**config.mk**
```make
export PLATFORM = sky130hd
export DESIGN_NAME = ums_regs
export DESIGN_NICKNAME = d
export VERILOG_FILES = /design/src/ums_pkg.sv /design/src/ums_regs.sv
export SDC_FILE = /design/constraint.sdc
export NUM_CORES = 1
export LEC_CHECK = 0
export ABC_AREA = 1
export BUFFER_PORTS_ARGS = -buffer_cell sky130_fd_sc_hd__buf_2
export CORE_MARGIN = 2
export CORE_UTILIZATION = 55
export CTS_BUF_LIST = sky130_fd_sc_hd__clkbuf_4 sky130_fd_sc_hd__clkbuf_8
export DETAILED_ROUTE_END_ITERATION = 10
export MAX_ROUTING_LAYER = met4
export PLACE_DENSITY = 0.76
export SYNTH_ARGS = -nofsm -noshare
export SYNTH_HDL_FRONTEND = slang
export SYNTH_SLANG_ARGS = --single-unit
```
**constraint.sdc**
```tcl
create_clock -name clk_sys -period 2.2 [get_ports clk_sys]
set_input_delay 0.33 -clock clk_sys [delete_from_list [all_inputs] [get_ports clk_sys]]
set_output_delay 0.33 -clock clk_sys [all_outputs]
set_load 0.005 [all_outputs]
```
**src/ums_pkg.sv**
```systemverilog
package ums_pkg;
    // ************************************************
    // Geometry
    // ************************************************
    localparam int CH_NUM = 8;
    localparam int CH_W = 3;
    localparam int OFF_W = 3;
    localparam int ADDR_W = CH_W + OFF_W;
    localparam int CNT_W = 9;

    // ************************************************
    // Register offsets within a channel
    // ************************************************
    // Page 0
    localparam logic [2:0] OFF_IRQ_ENABLE = 3'h1;
    localparam logic [2:0] OFF_LINE_CONTROL = 3'h3;
    localparam logic [2:0] OFF_MODEM_CONTROL = 3'h4;
    localparam logic [2:0] OFF_MODEM_STATUS = 3'h6;
    localparam logic [2:0] OFF_SCRATCH_PAD = 3'h7;
    // Page 1
    localparam logic [2:0] OFF_DIV_LOW = 3'h0;
    localparam logic [2:0] OFF_DIV_HIGH = 3'h1;
    // Page 2
    localparam logic [2:0] OFF_GIRQ_MASK = 3'h0;
    localparam logic [2:0] OFF_GIRQ_STATUS = 3'h1;
    localparam logic [2:0] OFF_TX_FREE = 3'h2;
    localparam logic [2:0] OFF_MEV_STATUS = 3'h5;
    localparam logic [2:0] OFF_MEV_MASK = 3'h6;

    // ************************************************
    // Field positions
    // ************************************************
    localparam int IRQ_EN_SLEEP_BIT = 4;
    localparam int LINE_PAGE1_BIT = 7;
    localparam int MCTL_PAGE2_BIT = 6;
    localparam int MCTL_LOOP_BIT = 4;
    localparam int MCTL_AUX2_BIT = 3;
    localparam int MCTL_AUX1_BIT = 2;
    localparam int MCTL_RTS_BIT = 1;
    localparam int MCTL_DTR_BIT = 0;
    localparam int TX64_MSB = 6;

    // ************************************************
    // Reset values
    // ************************************************
    localparam logic [7:0] RST_BYTE = 8'h00;
    localparam logic [3:0] RST_NIB = 4'h0;
    localparam logic [3:0] RST_PINS_N = 4'hF;

    typedef enum logic [1:0] {UMS_PAGE0, UMS_PAGE1, UMS_PAGE2} ums_page_t;
endpackage : ums_pkg

```
**src/ums_regs.sv**
```systemverilog
// Our own choices: the strobed register port and the placing of the registers.
`timescale 1ns/1ps
// How it works
// - Four modem change flags set on input change (ring on a rising input only), cleared by reading modem status.
// - Outside loopback, status bits 7..4 show inverted carrier, ring, ready, clear-to-send.
// - In loopback, bits 7..4 follow aux two, aux one, terminal ready, request-to-send.
// - Bit 3 sets on any carrier detect change; resets to zero.
// - Bit 2 sets only when ring indicator input rises low to high.
// - Bit 1 on set-ready change, bit 0 on clear-to-send change; reset zero.
// - Per-channel 8-bit scratch register, read back, no other effect.
// - Divisor is high latch as upper byte, low latch as lower byte.
// - Divisor latches accept writes only while sleep enable bit 4 is clear.
// - One shared mask; bit n zero blocks channel n from global interrupt.
// - Global interrupt high when any channel status and mask bit both set.
// - Shared global status; bit n set while channel n has an interrupt.
// - Transmit count reports free space, not fill level.
// - 64-byte mode uses low seven bits, binary 0 to 64.
// - 256-byte mode: nine-bit count, top bit beside channel status bit 7.
// - Modem control bit 4 selects internal loopback.
// - Modem control bit 6 with line control bit 7 clear maps page 2.
module ums_regs
    import ums_pkg::*;
(
    input wire logic clk_sys, // System clock
    input wire logic rst_n, // Async reset
    input wire logic [ADDR_W-1:0] addr, // {channel, offset}
    input wire logic [7:0] wr_data, // Write data
    input wire logic wr_stb, // Write strobe
    input wire logic rd_stb, // Read strobe
    output logic [7:0] rd_data, // Read data, cycle after strobe
    input wire logic [CH_NUM*4-1:0] modem_in_n, // {dcd,ri,dsr,cts} per channel, pins
    input wire logic [CH_NUM-1:0] ch_irq_pend, // Channel interrupt pending
    input wire logic [CH_NUM*CNT_W-1:0] tx_free_cnt, // Free TX FIFO space per channel
    input wire logic [CH_NUM-1:0] fifo_256_mode, // 256-byte FIFO mode per channel
    output logic [CH_NUM*16-1:0] baud_divisor, // Divisor per channel
    output logic [CH_NUM-1:0] loopback_on, // Internal loopback per channel
    output logic [CH_NUM-1:0] tx_free_msb, // Count bit 8 for channel status bit 7
    output logic global_irq, // Global interrupt
    output logic modem_irq // Modem change event interrupt
);
    // ************************************************
    // Decode
    // ************************************************
    logic [CH_W-1:0] acc_ch;
    logic [OFF_W-1:0] acc_off;
    logic [7:0] line_ctrl_ff [CH_NUM];
    logic [7:0] modem_ctrl_ff [CH_NUM];
    logic [7:0] irq_enable_ff [CH_NUM];
    logic [7:0] scratch_ff [CH_NUM];
    logic [7:0] div_low_ff [CH_NUM];
    logic [7:0] div_high_ff [CH_NUM];
    logic [7:0] modem_stat_view [CH_NUM];
    logic [3:0] delta_ff [CH_NUM];
    logic [CH_NUM-1:0] ch_event;
    logic [7:0] girq_mask_ff;
    logic [7:0] girq_stat_ff;
    logic [7:0] mev_stat_ff;
    logic [7:0] mev_mask_ff;
    logic [7:0] rd_data_ff;
    logic [7:0] nxt_rd_data;
    logic global_irq_ff;
    logic modem_irq_ff;
    logic [CH_NUM-1:0] tx_msb_ff;
    ums_page_t acc_page;

    assign acc_ch = addr[ADDR_W-1:OFF_W];
    assign acc_off = addr[OFF_W-1:0];

    always_comb begin
        if (line_ctrl_ff[acc_ch][LINE_PAGE1_BIT]) begin
            acc_page = UMS_PAGE1;
        end else if (modem_ctrl_ff[acc_ch][MCTL_PAGE2_BIT]) begin
            acc_page = UMS_PAGE2;
        end else begin
            acc_page = UMS_PAGE0;
        end
    end

    // Line and modem control stay reachable in every page so software can leave one
    function automatic logic is_any_page(input logic [OFF_W-1:0] off);
        is_any_page = (off == OFF_LINE_CONTROL) || (off == OFF_MODEM_CONTROL);
    endfunction : is_any_page

    // ************************************************
    // Per-channel registers and modem status
    // ************************************************
    genvar ch;
    generate
        for (ch = 0; ch < CH_NUM; ch++) begin : g_ch
            logic sel;
            logic wr_p0;
            logic [3:0] pin_s1_ff;
            logic [3:0] pin_s2_ff;
            logic [3:0] lvl_n;
            logic [3:0] prev_n_ff;
            logic [3:0] chg;
            logic mstat_read;

            assign sel = (acc_ch == CH_W'(ch));
            assign wr_p0 = wr_stb && sel && (acc_page == UMS_PAGE0);
            assign mstat_read = rd_stb && sel && (acc_page == UMS_PAGE0)
                && (acc_off == OFF_MODEM_STATUS);

            always_ff @(posedge clk_sys or negedge rst_n) begin
                if (!rst_n) begin
                    line_ctrl_ff[ch] <= RST_BYTE;
                    modem_ctrl_ff[ch] <= RST_BYTE;
                end else if (wr_stb && sel && is_any_page(acc_off)) begin
                    if (acc_off == OFF_LINE_CONTROL) begin
                        line_ctrl_ff[ch] <= wr_data;
                    end
                    if (acc_off == OFF_MODEM_CONTROL) begin
                        modem_ctrl_ff[ch] <= wr_data;
                    end
                end
            end

            always_ff @(posedge clk_sys or negedge rst_n) begin
                if (!rst_n) begin
                    irq_enable_ff[ch] <= RST_BYTE;
                    scratch_ff[ch] <= RST_BYTE;
                end else if (wr_p0) begin
                    if (acc_off == OFF_IRQ_ENABLE) begin
                        irq_enable_ff[ch] <= wr_data;
                    end
                    if (acc_off == OFF_SCRATCH_PAD) begin
                        scratch_ff[ch] <= wr_data;
                    end
                end
            end

            // Divisor frozen once sleep is enabled: the baud clock may be gated then
            always_ff @(posedge clk_sys or negedge rst_n) begin
                if (!rst_n) begin
                    div_low_ff[ch] <= RST_BYTE;
                    div_high_ff[ch] <= RST_BYTE;
                end else if (wr_stb && sel && (acc_page == UMS_PAGE1)
                    && !irq_enable_ff[ch][IRQ_EN_SLEEP_BIT]) begin
                    if (acc_off == OFF_DIV_LOW) begin
                        div_low_ff[ch] <= wr_data;
                    end
                    if (acc_off == OFF_DIV_HIGH) begin
                        div_high_ff[ch] <= wr_data;
                    end
                end
            end

            assign baud_divisor[ch*16 +: 16] = {div_high_ff[ch], div_low_ff[ch]};

            always_ff @(posedge clk_sys or negedge rst_n) begin
                if (!rst_n) begin
                    pin_s1_ff <= RST_PINS_N;
                    pin_s2_ff <= RST_PINS_N;
                end else begin
                    pin_s1_ff <= modem_in_n[ch*4 +: 4];
                    pin_s2_ff <= pin_s1_ff;
                end
            end

            // Active-low view {dcd,ri,dsr,cts}; loopback returns inverted control bits
            assign lvl_n = modem_ctrl_ff[ch][MCTL_LOOP_BIT] ?
                ~{modem_ctrl_ff[ch][MCTL_AUX2_BIT], modem_ctrl_ff[ch][MCTL_AUX1_BIT],
                  modem_ctrl_ff[ch][MCTL_DTR_BIT], modem_ctrl_ff[ch][MCTL_RTS_BIT]}
                : pin_s2_ff;

            always_ff @(posedge clk_sys or negedge rst_n) begin
                if (!rst_n) begin
                    prev_n_ff <= RST_PINS_N;
                end else begin
                    prev_n_ff <= lvl_n;
                end
            end

            assign chg[3] = lvl_n[3] ^ prev_n_ff[3];
            assign chg[2] = lvl_n[2] && !prev_n_ff[2];
            assign chg[1] = lvl_n[1] ^ prev_n_ff[1];
            assign chg[0] = lvl_n[0] ^ prev_n_ff[0];
            assign ch_event[ch] = |chg;

            // A change in the same cycle as the clearing read survives
            always_ff @(posedge clk_sys or negedge rst_n) begin
                if (!rst_n) begin
                    delta_ff[ch] <= RST_NIB;
                end else begin
                    delta_ff[ch] <= (mstat_read ? RST_NIB : delta_ff[ch]) | chg;
                end
            end

            assign modem_stat_view[ch] = {~lvl_n, delta_ff[ch]};

            // ************************************************
            // Per-channel checks
            // ************************************************
            // Every channel is watched, so any channel that a test touches is covered
            a_div_sleep_lock: assert property (
                @(posedge clk_sys) disable iff (!rst_n)
                irq_enable_ff[ch][IRQ_EN_SLEEP_BIT] |=> $stable(baud_divisor[ch*16 +: 16]))
                else $error("divisor changed during sleep");
            a_ring_rise_only: assert property (
                @(posedge clk_sys) disable iff (!rst_n)
                (lvl_n[2] == 1'b0 && prev_n_ff[2] == 1'b1 && !mstat_read
                 && !delta_ff[ch][2]) |=> !delta_ff[ch][2])
                else $error("ring flag set on falling input");
            a_carrier_delta: assert property (
                @(posedge clk_sys) disable iff (!rst_n)
                (lvl_n[3] != prev_n_ff[3]) |=> delta_ff[ch][3])
                else $error("carrier change not flagged");
            // Loopback shows the control bits themselves, not their complement
            a_loop_status: assert property (
                @(posedge clk_sys) disable iff (!rst_n)
                modem_ctrl_ff[ch][MCTL_LOOP_BIT] |-> (modem_stat_view[ch][7:4] == {
                    modem_ctrl_ff[ch][MCTL_AUX2_BIT], modem_ctrl_ff[ch][MCTL_AUX1_BIT],
                    modem_ctrl_ff[ch][MCTL_DTR_BIT], modem_ctrl_ff[ch][MCTL_RTS_BIT]}))
                else $error("loopback status mismatch");
        end
    endgenerate

    // ************************************************
    // Shared registers
    // ************************************************
    logic wr_p2;
    logic rd_p2;
    assign wr_p2 = wr_stb && (acc_page == UMS_PAGE2);
    assign rd_p2 = rd_stb && (acc_page == UMS_PAGE2);

    always_ff @(posedge clk_sys or negedge rst_n) begin
        if (!rst_n) begin
            girq_mask_ff <= RST_BYTE;
            mev_mask_ff <= RST_BYTE;
        end else if (wr_p2) begin
            if (acc_off == OFF_GIRQ_MASK) begin
                girq_mask_ff <= wr_data;
            end
            if (acc_off == OFF_MEV_MASK) begin
                mev_mask_ff <= wr_data;
            end
        end
    end

    // Not sticky: the channel owns the source, so status tracks it
    always_ff @(posedge clk_sys or negedge rst_n) begin
        if (!rst_n) begin
            girq_stat_ff <= RST_BYTE;
        end else begin
            girq_stat_ff <= ch_irq_pend;
        end
    end

    always_ff @(posedge clk_sys or negedge rst_n) begin
        if (!rst_n) begin
            mev_stat_ff <= RST_BYTE;
        end else if (rd_p2 && acc_off == OFF_MEV_STATUS) begin
            mev_stat_ff <= ch_event;
        end else begin
            mev_stat_ff <= mev_stat_ff | ch_event;
        end
    end

    always_ff @(posedge clk_sys or negedge rst_n) begin
        if (!rst_n) begin
            global_irq_ff <= 1'b0;
            modem_irq_ff <= 1'b0;
        end else begin
            global_irq_ff <= |(girq_stat_ff & girq_mask_ff);
            modem_irq_ff <= |(mev_stat_ff & mev_mask_ff);
        end
    end

    always_ff @(posedge clk_sys or negedge rst_n) begin
        if (!rst_n) begin
            tx_msb_ff <= RST_BYTE;
        end else begin
            for (int i = 0; i < CH_NUM; i++) begin
                tx_msb_ff[i] <= fifo_256_mode[i] && tx_free_cnt[i*CNT_W+8];
            end
        end
    end

    // ************************************************
    // Read path
    // ************************************************
    always_comb begin
        logic [CNT_W-1:0] cnt;
        cnt = tx_free_cnt[acc_ch*CNT_W +: CNT_W];
        nxt_rd_data = RST_BYTE;
        if (acc_off == OFF_LINE_CONTROL) begin
            nxt_rd_data = line_ctrl_ff[acc_ch];
        end else if (acc_off == OFF_MODEM_CONTROL) begin
            nxt_rd_data = modem_ctrl_ff[acc_ch];
        end else begin
            case (acc_page)
                UMS_PAGE0: begin
                    if (acc_off == OFF_IRQ_ENABLE) nxt_rd_data = irq_enable_ff[acc_ch];
                    if (acc_off == OFF_MODEM_STATUS) nxt_rd_data = modem_stat_view[acc_ch];
                    if (acc_off == OFF_SCRATCH_PAD) nxt_rd_data = scratch_ff[acc_ch];
                end
                UMS_PAGE1: begin
                    if (acc_off == OFF_DIV_LOW) nxt_rd_data = div_low_ff[acc_ch];
                    if (acc_off == OFF_DIV_HIGH) nxt_rd_data = div_high_ff[acc_ch];
                end
                UMS_PAGE2: begin
                    if (acc_off == OFF_GIRQ_MASK) nxt_rd_data = girq_mask_ff;
                    if (acc_off == OFF_GIRQ_STATUS) nxt_rd_data = girq_stat_ff;
                    if (acc_off == OFF_MEV_STATUS) nxt_rd_data = mev_stat_ff;
                    if (acc_off == OFF_MEV_MASK) nxt_rd_data = mev_mask_ff;
                    if (acc_off == OFF_TX_FREE) begin
                        if (fifo_256_mode[acc_ch]) begin
                            nxt_rd_data = cnt[7:0];
                        end else begin
                            nxt_rd_data = {1'b0, cnt[TX64_MSB:0]};
                        end
                    end
                end
                default: nxt_rd_data = RST_BYTE;
            endcase
        end
    end

    always_ff @(posedge clk_sys or negedge rst_n) begin
        if (!rst_n) begin
            rd_data_ff <= RST_BYTE;
        end else if (rd_stb) begin
            rd_data_ff <= nxt_rd_data;
        end else begin
            rd_data_ff <= RST_BYTE;
        end
    end

    always_comb begin
        for (int i = 0; i < CH_NUM; i++) begin
            loopback_on[i] = modem_ctrl_ff[i][MCTL_LOOP_BIT];
        end
    end

    assign rd_data = rd_data_ff;
    assign global_irq = global_irq_ff;
    assign modem_irq = modem_irq_ff;
    assign tx_free_msb = tx_msb_ff;

    // ************************************************
    // Checks
    // ************************************************
    a_mstat_read_clear: assert property (
        @(posedge clk_sys) disable iff (!rst_n)
        (rd_stb && acc_page == UMS_PAGE0 && acc_off == OFF_MODEM_STATUS && !ch_event[acc_ch])
        |=> (delta_ff[$past(acc_ch)] == RST_NIB))
        else $error("modem change flags not cleared by read");
    a_global_irq: assert property (
        @(posedge clk_sys) disable iff (!rst_n)
        (|(girq_stat_ff & girq_mask_ff)) |=> global_irq)
        else $error("global interrupt missing");
    a_mask_block: assert property (
        @(posedge clk_sys) disable iff (!rst_n)
        ((girq_mask_ff & girq_stat_ff) == RST_BYTE) |=> !global_irq)
        else $error("masked channel raised interrupt");
    a_gstat_track: assert property (
        @(posedge clk_sys) disable iff (!rst_n)
        1'b1 |=> (girq_stat_ff == $past(ch_irq_pend)))
        else $error("global status not tracking channels");
    // Write, one idle cycle, then a read of the same scratch pad
    a_scratch_back: assert property (
        @(posedge clk_sys) disable iff (!rst_n)
        (wr_stb && acc_page == UMS_PAGE0 && acc_off == OFF_SCRATCH_PAD)
        ##1 (!wr_stb && !rd_stb)
        ##1 (rd_stb && acc_page == UMS_PAGE0 && acc_off == OFF_SCRATCH_PAD
             && acc_ch == $past(acc_ch, 2))
        |=> (rd_data == $past(wr_data, 3)))
        else $error("scratch read back wrong");
endmodule : ums_regs

```
Yosys cells after proc, flatten, opt, wreduce, memory -nomap -nowiden. Cells that the tools add are included.

Bits in registers: 562. Bits of input ports: 138. Output and inout bits: 154. Word-level logic and storage cells: 380.

Multiply operators: 1. $lt $le $gt $ge: 2. Equal/unequal tests: 16. Shift-type cells: 1. Multiplexer cells: 57. Bitwise gates (word level): 52. Reduce and logical (&&, ||, !) cells: 163.

Operators by type and width (count): $mux W8 (29); $bmux W8 S3 (7); $reduce_and A2 Y1 (50); $logic_and A1 B1 Y1 (83); $shiftx A72 B8 Y8 (1); $mux W4 (16); $not A4 Y4 (16); $or A4 B4 Y4 (8); $reduce_or A4 Y1 (8); $eq A3 B3 Y1 const B (8); $pmux W8 S3 (1); $xor A1 B1 Y1 (24); $and A8 B8 Y8 (2); $logic_not A1 Y1 (16); $reduce_or A8 Y1 (2); $eq A3 B2 Y1 const B (4); $or A8 B8 Y8 (1); $mul A3 B4 Y7 const B (1); $eq A3 B1 Y1 const B (2); $logic_not A3 Y1 (2); $ge A4 B4 Y1 const B (1); $lt A3 B4 Y1 const B (1); $mux W2 (2); $not A3 Y4 (1); other kinds (6) (6).

Depth between registers and ports, before layout. Gate-level depths: netlist (run 1).

Word-level depth: 12. Depth in mapped cells: 15. Depth with buffers taken out: 14.

Least setup slack after synthesis (run 1). No wires, ideal clock.

Path type: in2reg. From: input port addr[5]. To: register rd_data_ff[7] (netlist: rd_data[7]). Setup time: 0.132 ns. Arrival: 1.595 ns. Required time: 2.068 ns. Setup slack: 0.472 ns. Stages: 11. Path buffers: 3. Path through: buf_2 -> inv_2 -> buf_2 -> buf_1 -> nand4_1 -> nand3_1 -> nand2_1 -> a21oi_1 -> nand3_1 -> nand2_1 -> a21oi_1.

Longest elaborated chain between the ends: 11. Elaborated cells between the ends (all ways): 42. Classes of those cells: mul: 1; eq/ne: 2; shift: 1; mux: 36; bitwise: 1; reduce/logical: 1.

RTL lines: from (decl) (line ums_regs.sv:26) `input wire logic [ADDR_W-1:0] addr,`; branches (longest 9 deep; another with $mul A3 B4 Y7); $mux W8 (*) (line ums_regs.sv:286) `if (acc_off == OFF_LINE_CONTROL) begin`; $mux W8 (*) (line ums_regs.sv:322) `end else if (rd_stb) begin`; to (signal assigned) (line ums_regs.sv:323) `rd_data_ff <= nxt_rd_data;`; to (decl) (line ums_regs.sv:59) `logic [7:0] rd_data_ff;`.

Mark *: on every way between the ends. The select of a mux whose other input is x is not followed. A chain may end at the register's enable or synchronous reset.

Worst setup path in the final report (run 1).
From: register modem_ctrl_ff[62] in the netlist's numbering. To: register rd_data_ff[3] (netlist: rd_data[3]).

Longest elaborated chain between the ends: 10. Elaborated cells between the ends (all ways): 12. Classes of those cells: eq/ne: 2; mux: 9; reduce/logical: 1.

RTL lines: from (decl) (line ums_regs.sv:47) `logic [7:0] modem_ctrl_ff [CH_NUM];`; from (signal, indexed assignment) (line ums_regs.sv:113) `modem_ctrl_ff[ch] <= wr_data;`; $bmux W8 S3 (*) (line ums_regs.sv:72) `end else if (modem_ctrl_ff[acc_ch][MCTL_PAGE2_BIT]) begin`; $mux W8 (not written as such) (*) (2 in a row) (line ums_regs.sv:72); $mux W2 (*) (line ums_regs.sv:72); $mux W2 (*) (line ums_regs.sv:70) `if (line_ctrl_ff[acc_ch][LINE_PAGE1_BIT]) begin`; $eq A2 B2 Y1 (tied with other cells) (line ums_regs.sv:291) `case (acc_page)`; $pmux W8 S3 (*) (line ums_regs.sv:291); $mux W8 (*) (line ums_regs.sv:288) `end else if (acc_off == OFF_MODEM_CONTROL) begin`; $mux W8 (*) (line ums_regs.sv:286); $mux W8 (*) (line ums_regs.sv:322).

Mark *: on every way between the ends. The rest lies on a longest branch, timed or not. The select of a mux whose other input is x is not followed.

==> results.txt, run 1 <==
- # clock sinks: 562
* Sequential cell area: 14200 um2
* Number of placed I/O pins: 292
* Hold Crit Class: in -> reg
- On the critical path, the stage with the largest delay is an instance of sky130_fd_sc_hd__dfrtp_1.
* Fin worst setup slack: 0.176 ns
- Synthesized net count: 3131
- Counting flops with an async set or reset pin after synthesis yields a share of 100%.
- In this run the power density over the cells is 822 nW/um2.
* Startpoint Class: flop
- Type of the worst setup path: reg -> reg
* Post-synth EDFFs: 0
* R2R cell count: 14
- Fmax: 494 MHz
* Global-route wire length before repair: 138 mm
- The final count of pins violating max slew was 0.
- Number of instances in the synthesized netlist: 2993
- Aggregate routed wire length: 90.7 mm
- The floorplan has 78 rows.
- Number of flip-flops and latches in the synthesized netlist: 562
- Max Cap Viol: 0
* Logic depth of the worst path, buffers included: 14
* Number of CTS-inserted buffers: 91
- The number of antenna violations at the first check in global routing was 3.
* Final global-route overflow total: 0
* Critical-path cell list: inv_1 > o21ai_1 > nand2_1 > nand3_1 > nand2_2 > buf_4 > nor2_2 > buf_12 > nand3_1 > nand2_1 > nor2_1 > nand2_1 > nand2_1 > a21oi_1
- Core region area: 45300 um2
- Summed over all cells, the static leakage comes to 15.4 nW.
- Proportion of layout cells with a drive suffix above 1: 23.9%
- At the placement stage, the worst setup path has a slack of -0.134 ns.
- Required time at the worst-slack endpoint: 2.79 ns
- After detailed routing, the number of vias per cell comes to 5.78.
* Die Y: 218 um
* Maximum fanout count along the critical path: 4
- # fillers: 3600
* Distinct cell type count after synthesis: 43
- The worst path uses 92.0% of the clock period.
- Detailed-placement wirelength estimate: 63.1 mm
* Area delta synth->final: 24.9%
* Die outline width: 218 um
- In this run the biggest area consumer among cell types represents 46.2% of the synthesized area.
- Initial core utilization: 55.7%
* Time the worst path needs with I/O delays and setup: 2.02 ns
- Total via count in the routed design: 24000
* Vias in the first global route: 23200
* Number of buffers and inverters on the critical path: 3
* IR drop worst, VDD: 0.000649 V
* Final core utilization: 69.6%
* DRC Markers: 0
* Deepest clock path buffer count: 3
- In this design, the critical path's most frequently occurring cell is sky130_fd_sc_hd__nand2_1.
- STA puts the critical path data arrival time at 2.61 ns.
- For the pin with the worst max-slew slack, the measured transition is 0.697 ns.
- The number of hold violations in the final report came to 0.
- The biggest area contributor in the post-synthesis netlist is sky130_fd_sc_hd__dfrtp_1.
- In this run the remaining antenna-violating nets after routing total 0.
* Clock tree from TritonCTS: done
* Level count of the clock H-tree: 3
* Clock transition time at the flip-flop clock pins of the worst setup and hold paths: 0.07 ns
- The largest single stage delay on the critical path is 0.33 ns.
* Cell Area, Synth: 25200 um2
* Outcome: finished, final reports clean
* Dominant cells by area after synthesis: sky130_fd_sc_hd__dfrtp_1 46%, sky130_fd_sc_hd__nand2_1 13%, sky130_fd_sc_hd__dfstp_2 10%, sky130_fd_sc_hd__o21ai_0 6.4%, sky130_fd_sc_hd__nor2_1 4.1%
- Post-detailed-route wirelength per cell: 21.9 um
* Hold Path Depth: 3
* Post-layout instance count excluding filler cells: 4145
* NumNets Final: 3608
* Drt first pass iters: 6
* Unrepaired setup endpoints after global routing: no
* PortBufs: 291
* Dominant synthesized flop cell: sky130_fd_sc_hd__dfrtp_1
* Yosys warning total: 0
* Cell Count Post-Placement: 3912
- Setup violations remaining at the end of the flow were counted as 0.
- GRT Resource Usage Total: 39.8%
* Area of the die: 47600 um2
- Clk Latency, worst-skew pair: 0.71 ns
- Across the routed clock network, the largest skew measured is 0.0367 ns.
- Average cell area after synthesis: 8.43 um2
- Among cell families on the critical path, the largest total delay comes from simple AND/OR/NAND/NOR gates.
- Final Wtd Congestion: 0.995
- Pin count of the biggest net entering global routing: 71
- The worst setup path is captured at a flop.
- The tree is rooted in a sky130_fd_sc_hd__clkbuf_8.
- Worst slew margin: 52.9%
- Count of buffers added by post-CTS timing repair for setup: 0
- Sequential share of the synthesized area: 56.2%
- Area occupied by multi-input gates: 9440 um2
* DRT iter0 DRCs: 2902
-- logic make-up (layout without fill, tap and decap cells) --
family	after synthesis	in the layout	share of synthesized area, %
other	0	2	0
buffers and inverters	363	913	6.41
AND/OR/NAND/NOR	1389	1389	22.9
AO/OA/AOI/OAI	655	655	13.6
XOR/XNOR	24	24	0.833
flip-flops	562	562	56.2
-- flip-flops by register name, indices dropped and copies added (netlist names), 8 cells and up --
register	cells
baud_divisor	128
delta_ff	32
g_ch.pin_s1_ff	32
g_ch.pin_s2_ff	32
g_ch.prev_n_ff	32
girq_mask_ff	8
girq_stat_ff	8
irq_enable_ff	64
line_ctrl_ff	64
loopback_on	8
mev_mask_ff	8
mev_stat_ff	8
modem_ctrl_ff	56
rd_data	8
scratch_ff	64
tx_free_msb	8
-- Yosys cell counts, drive strengths merged (5+ instances only) --
library cell	number
xnor2	12
clkbuf	74
o22ai	48
nand4	40
or2	5
buf	113
nor3	18
inv	175
nand2	885
nand3	127
xor2	12
a22oi	5
o21ai	490
dfstp	96
nand3b	9
nor2	300
a21oi	84
dfrtp	466
-- final cells by class --
cell class                      count  share of cell area (%)
Timing Repair Buffer              571                    14.1
Inverter                          176                    2.10
Multi-Input combinational cell   2068                    30.0
Sequential cell                   562                    45.0
Clock inverter                     24                   0.683
Tap cell                          600                    2.38
Clock buffer                      142                    5.72
Antenna cell                        2                  0.0159
-- power breakdown --
part           total (W)  switching (W)  internal, W  leakage (nW)
logic            0.00391        0.00239      0.00153          7.31
registers         0.0121       0.000662       0.0114          7.05
clock network    0.00989        0.00431      0.00558          1.07
-- placed cells by master, fill, tap and decap left out, types with 5 or more instances in the layout --
cell type / instances
sky130_fd_sc_hd__or2_2: 5
sky130_fd_sc_hd__nand2_1: 874
sky130_fd_sc_hd__clkinv_2: 14
sky130_fd_sc_hd__inv_2: 18
sky130_fd_sc_hd__dfrtp_1: 466
sky130_fd_sc_hd__buf_4: 157
sky130_fd_sc_hd__clkbuf_8: 118
sky130_fd_sc_hd__xnor2_1: 12
sky130_fd_sc_hd__nand4_1: 40
sky130_fd_sc_hd__buf_2: 290
sky130_fd_sc_hd__nor2_2: 16
sky130_fd_sc_hd__buf_12: 58
sky130_fd_sc_hd__nor2_1: 275
sky130_fd_sc_hd__nand3_1: 111
sky130_fd_sc_hd__clkbuf_4: 24
sky130_fd_sc_hd__xor2_1: 12
sky130_fd_sc_hd__a21oi_1: 84
sky130_fd_sc_hd__nor2_4: 9
sky130_fd_sc_hd__dfstp_2: 96
sky130_fd_sc_hd__o21ai_0: 320
sky130_fd_sc_hd__o22ai_1: 48
sky130_fd_sc_hd__o21ai_1: 169
sky130_fd_sc_hd__dlygate4sd3_1: 65
sky130_fd_sc_hd__nand3b_1: 9
sky130_fd_sc_hd__clkinvlp_4: 5
sky130_fd_sc_hd__inv_1: 156
sky130_fd_sc_hd__a22oi_1: 5
sky130_fd_sc_hd__nor3_1: 16
sky130_fd_sc_hd__nand3_2: 16
sky130_fd_sc_hd__nand2_2: 9
-- worst min-delay path, delay by kind of cell --
family / cells / cell delay, ns
compound gates: 1 / 0.04
buf+inv: 1 / 0.23
simple gates: 1 / 0.12
-- path summary, 6_finish.rpt --
path | startpoint | end | slack (ns)
setup / recovery | modem_ctrl_ff[62] | rd_data[3] | 0.18
hold / removal | rd_stb | rd_data[0] | 0.07
setup reg to reg | modem_ctrl_ff[62] | rd_data[3] | 0.18
hold reg to reg | g_ch[5].pin_s1_ff[0] | g_ch[5].pin_s2_ff[0] | 0.35
max in group asynchronous | rst_n | scratch_ff[17] | 1.10
min in group asynchronous | rst_n | girq_mask_ff[7] | 0.17
-- metal layers --
layer,global-route usage [%],routed length [um]
met2,58.6,40600
met3,7.67,9560
met1,54.9,37100
met4,15.7,3430
met5,-,0
-- stage by stage --
stage	setup TNS (ns)	total power (W)	area (um2)	hold slack [ns]
after floorplan	0	0.0141	25200	0.0344
after global placement	-0.917	0.0159	28800	0.308
after detailed placement	-2.13	0.0160	28800	0.300
after CTS	0	0.0259	31500	0.0200
after global routing	0	0.0270	31500	0.0577
final	0	0.0259	31500	0.0682
-- timing repair --
action                                  CTS  global route
endpoints found under the setup margin    0             2
gates resized for setup                   0             3
hold endpoints to repair                125             0
hold buffers                             65             0
Power figures use the tool's default switching activity.
==> inputs of run 2 (changes only) <==
--- a/config.mk
+++ b/config.mk
@@ -5,7 +5,7 @@
 export SDC_FILE = /design/constraint.sdc
 export NUM_CORES = 1
 export LEC_CHECK = 0
-export ABC_AREA = 1
+export ABC_AREA = 0
 export BUFFER_PORTS_ARGS = -buffer_cell sky130_fd_sc_hd__buf_2
 export CORE_MARGIN = 2
 export CORE_UTILIZATION = 55
==> run 2 against run 1 <==
  * Flip-flop and latch count stayed put
  * Largest cell class unchanged
  * Clock power is 5.1% lower
  * Combinational power is 2% higher
  * Critical path type unchanged
  * Largest power group unchanged
  * Maximum frequency is 6.6% lower
  * Clock skew is 0.011 ns lower
  * Via count is 18% lower
  * Core utilization is 1.1 points higher
  * Critical endpoint is now rd_data[4]
  * First-iteration DRC count is 29% lower
==> results.txt, run 2 <==
- Flip-flop count of the largest register, all copies and words added: 128
- The worst setup path is captured at a flop.
- Drt first pass iters: 6
- The clock arrives with 0.0253 ns of skew.
- Total via count in the routed design: 19700
- Routed via count divided by cell count: 6.17
- After layout, the minimum clock period comes to 2.17 ns.
- Final Wtd Congestion: 1.09
* PortBufs: 291
- At the worst endpoint, the arrival time is 2.74 ns.
* Setup TNS: 0 ns
- The worst hold path was traced through 3 stages.
* Startpoint Class: flop
- The die is 220 um tall.
* Top cell type by total area after synthesis: sky130_fd_sc_hd__dfrtp_1
- The final count of pins violating max slew is 0.
- Area delta synth->final: 27.4%
- Summed over all cells, the static leakage comes to 15.9 nW.
- The number of antenna violations at the first check in global routing was 4.
- TritonCTS built the clock tree.
- In this run the worst path has a maximum fanout of 4.
- The first global-routing pass estimated 127 mm of wire.
- The share of the Yosys chip area taken by registers is 55.1%.
* Post-route ant nets: 0
- DRC Markers: 0
- Leading cell types in the layout, fill and taps excluded: 463 x sky130_fd_sc_hd__dfrtp_1, 347 x sky130_fd_sc_hd__mux2_2, 288 x sky130_fd_sc_hd__buf_2
- For the worst flop-to-flop path, the logic depth is 8.
- The path class of the tightest hold or removal check is in -> reg.
* Fmax: 461 MHz
- Number of CTS-inserted buffers: 92
- Pwr/cell area: 774 nW/um2
* Worst slew margin: 36.4%
- Dominant synthesized flop cell: sky130_fd_sc_hd__dfrtp_1
* Final global-route overflow total: 0
* Yosys warning total: 0
- The number of hold violations in the final report is 0.
- IR drop worst, VDD: 0.000560 V
- By area the synthesized netlist is led by sky130_fd_sc_hd__dfrtp_1 45%, sky130_fd_sc_hd__mux2_2 16%, sky130_fd_sc_hd__dfstp_2 9.8%, sky130_fd_sc_hd__mux4_2 5.2%, sky130_fd_sc_hd__mux2i_1 4.4%.
- The synthesized design contains 0 enable-type register cells.
- The number of global-route vias before repair is 20200.
- DRT iter0 DRCs: 2062
- NumNets Final: 2644
- The post-route netlist has 52.3% of its cells at a drive strength greater than 1.
- Once the floorplan was initialized, standard cells occupied 55.5% of the core.
- Outcome: finished, final reports clean
- Max-cap violations in this run came to 0.
- Entering global routing, the biggest net connects 75 pins.
- By instance count, the leading cell after synthesis is sky130_fd_sc_hd__dfrtp_1.
* GRT Resource Usage Total: 36.9%
- Slew at the pin closest to its max-slew limit: 0.954 ns
- Worst-case hold slack: 0.144 ns
* Type of the worst setup path: reg -> reg
* CTS Root Buffer Type: sky130_fd_sc_hd__clkbuf_8
* Number of placed I/O pins: 292
* Post-layout instance count excluding filler cells: 3185
- The cell count after synthesis came out at 1876.
- Required time at the worst-slack endpoint: 2.77 ns
- Average cell area after synthesis: 13.7 um2
- In the final layout, flip-flops and latches occupy 14200 um2.
* Portion of synthesized cell area occupied by the leading cell type: 45.3%
* Clock transition time at the flip-flop clock pins of the worst setup and hold paths: 0.06 ns
- Aggregate routed wire length: 86.3 mm
* Cell row count: 79
- The multi-input combinational cells in the finished layout cover a total of 10800 um2.
- CTS saw 562 sinks.
- Core region area: 46400 um2
- The floorplan step defined a die boundary enclosing 48600 um2.
* Cell Area, Synth: 25700 um2
- The layout has 3199 filler cells.
* Pre-CTS setup slack: -0.568 ns
- Cell Count Post-Placement: 2960
- After synthesis the netlist holds a flip-flop and latch count of 562.
- After detailed routing, the average wire length per cell comes to 27.1 um.
- Setup slack on the critical path of the routed design comes to 0.0328 ns.
- The H-tree was split into 3 levels.
- Detailed placement ended at an HPWL of 63.3 mm.
- The worst path uses 98.5% of the clock period.
* Final total power: 0.0254 W
- Most frequent standard cell in the layout excluding fill and tap cells: sky130_fd_sc_hd__dfrtp_1
* Distinct cell type count after synthesis: 77
- Setup violations remaining at the end of the flow were counted as 0.
- Ranked by instance count, the synthesized netlist is headed by 466 x sky130_fd_sc_hd__dfrtp_1, 357 x sky130_fd_sc_hd__mux2_2, 113 x sky130_fd_sc_hd__mux2i_1, 96 x sky130_fd_sc_hd__dfstp_2, 90 x sky130_fd_sc_hd__nand2_1.
* Clk Latency, worst-skew pair: 0.68 ns
* Post-synthesis async set-or-reset flop share: 100%
- Synthesized net count: 2014
- Counting along the longest clock path gives a buffer depth of 3.
- In this run the horizontal extent of the chip is 220 um.
-- run 2: cell count changes after synthesis, moves of 50 or more --
cell                      before  now
sky130_fd_sc_hd__nand2_1     874   90
sky130_fd_sc_hd__mux2_2        0  357
sky130_fd_sc_hd__o21ai_0     322   44
sky130_fd_sc_hd__nor2_1      277   44
sky130_fd_sc_hd__o21ai_1     167    0
sky130_fd_sc_hd__mux2i_1       0  113
sky130_fd_sc_hd__inv_1       158   48
sky130_fd_sc_hd__nand3_1     111   19
sky130_fd_sc_hd__mux4_2        0   60
sky130_fd_sc_hd__a21oi_1      84   32
sky130_fd_sc_hd__buf_2        74   23
sky130_fd_sc_hd__mux2_1        0   50
-- run 2: path summary, 6_finish.rpt --
| path | startpoint | to | slack [ns] |
|---|---|---|---|
| setup / recovery | loopback_on[0] | rd_data[4] | 0.03 |
| hold reg to reg | g_ch[2].pin_s1_ff[0] | g_ch[2].pin_s2_ff[0] | 0.35 |
| hold / removal | rd_stb | rd_data[2] | 0.14 |
| min in group asynchronous | rst_n | girq_stat_ff[4] | 0.23 |
| max in group asynchronous | rst_n | g_ch[5].prev_n_ff[0] | 1.10 |
| setup reg to reg | loopback_on[0] | rd_data[4] | 0.03 |
-- run 2: metrics by stage --
step	instance area, um2	utilization (%)
floorplan	25800	-
global placement	30200	65.1
detailed placement	30200	65.1
CTS	32700	70.5
global route	32800	70.8
finish	32800	70.8
-- run 2: layout make-up --
type                            instances  area share [%]
Antenna cell                            2          0.0153
Tap cell                              607            2.32
Timing Repair Buffer                  662            14.9
Multi-Input combinational cell       1138            33.1
Clock inverter                         14           0.271
Sequential cell                       562            43.3
Inverter                               50           0.572
Clock buffer                          150            5.57
-- run 2: metal layers --
layer | vias to the layer above | routed length (um) | track usage [%]
met1 | 10200 | 35200 | 49.0
met4 | 0 | 3610 | 16.0
met3 | 242 | 8560 | 9.75
met2 | 1052 | 38900 | 53.7
li1 | 8211 | - | -
met5 | - | 0 | -
-- run 2: worst max-delay path: stages, from the launching register on --
cell                       delay (ns)
sky130_fd_sc_hd__dfrtp_1         0.45
sky130_fd_sc_hd__buf_4           0.18
sky130_fd_sc_hd__mux2i_1         0.08
sky130_fd_sc_hd__a22oi_2         0.32
sky130_fd_sc_hd__a221oi_2        0.12
sky130_fd_sc_hd__buf_4           0.18
sky130_fd_sc_hd__a311oi_1        0.36
sky130_fd_sc_hd__nor2_1          0.13
sky130_fd_sc_hd__a31oi_2         0.24
-- run 2: kinds of logic (layout without fill, tap and decap cells) --
family	count (synthesis)	in the layout	share of synthesized area, %
multiplexers	580	580	27.4
flip-flops	562	562	55.1
AO/OA/AOI/OAI	279	279	7.83
AND/OR/NAND/NOR	254	255	5.58
buffers and inverters	177	876	3.25
XOR/XNOR	24	24	0.816
other	0	2	0
-- run 2: report_power, final --
part | total (W) | leakage [nW] | switching, W | internal, W
logic | 0.00398 | 7.79 | 0.00203 | 0.00195
registers | 0.0120 | 7.08 | 0.000645 | 0.0114
clock network | 0.00939 | 1.03 | 0.00415 | 0.00524
total | 0.0254 | 15.9 | 0.00683 | 0.0186
-- run 2: what timing repair did --
action / CTS / global route
buffers inserted: 0 / 0
resized for setup: 6 / 25
endpoints found under the setup margin: 66 / 161
endpoints found under the hold margin: 110 / 0
pin swaps: 0 / 3
hold buffers: 58 / 0
gates cloned: 0 / 1
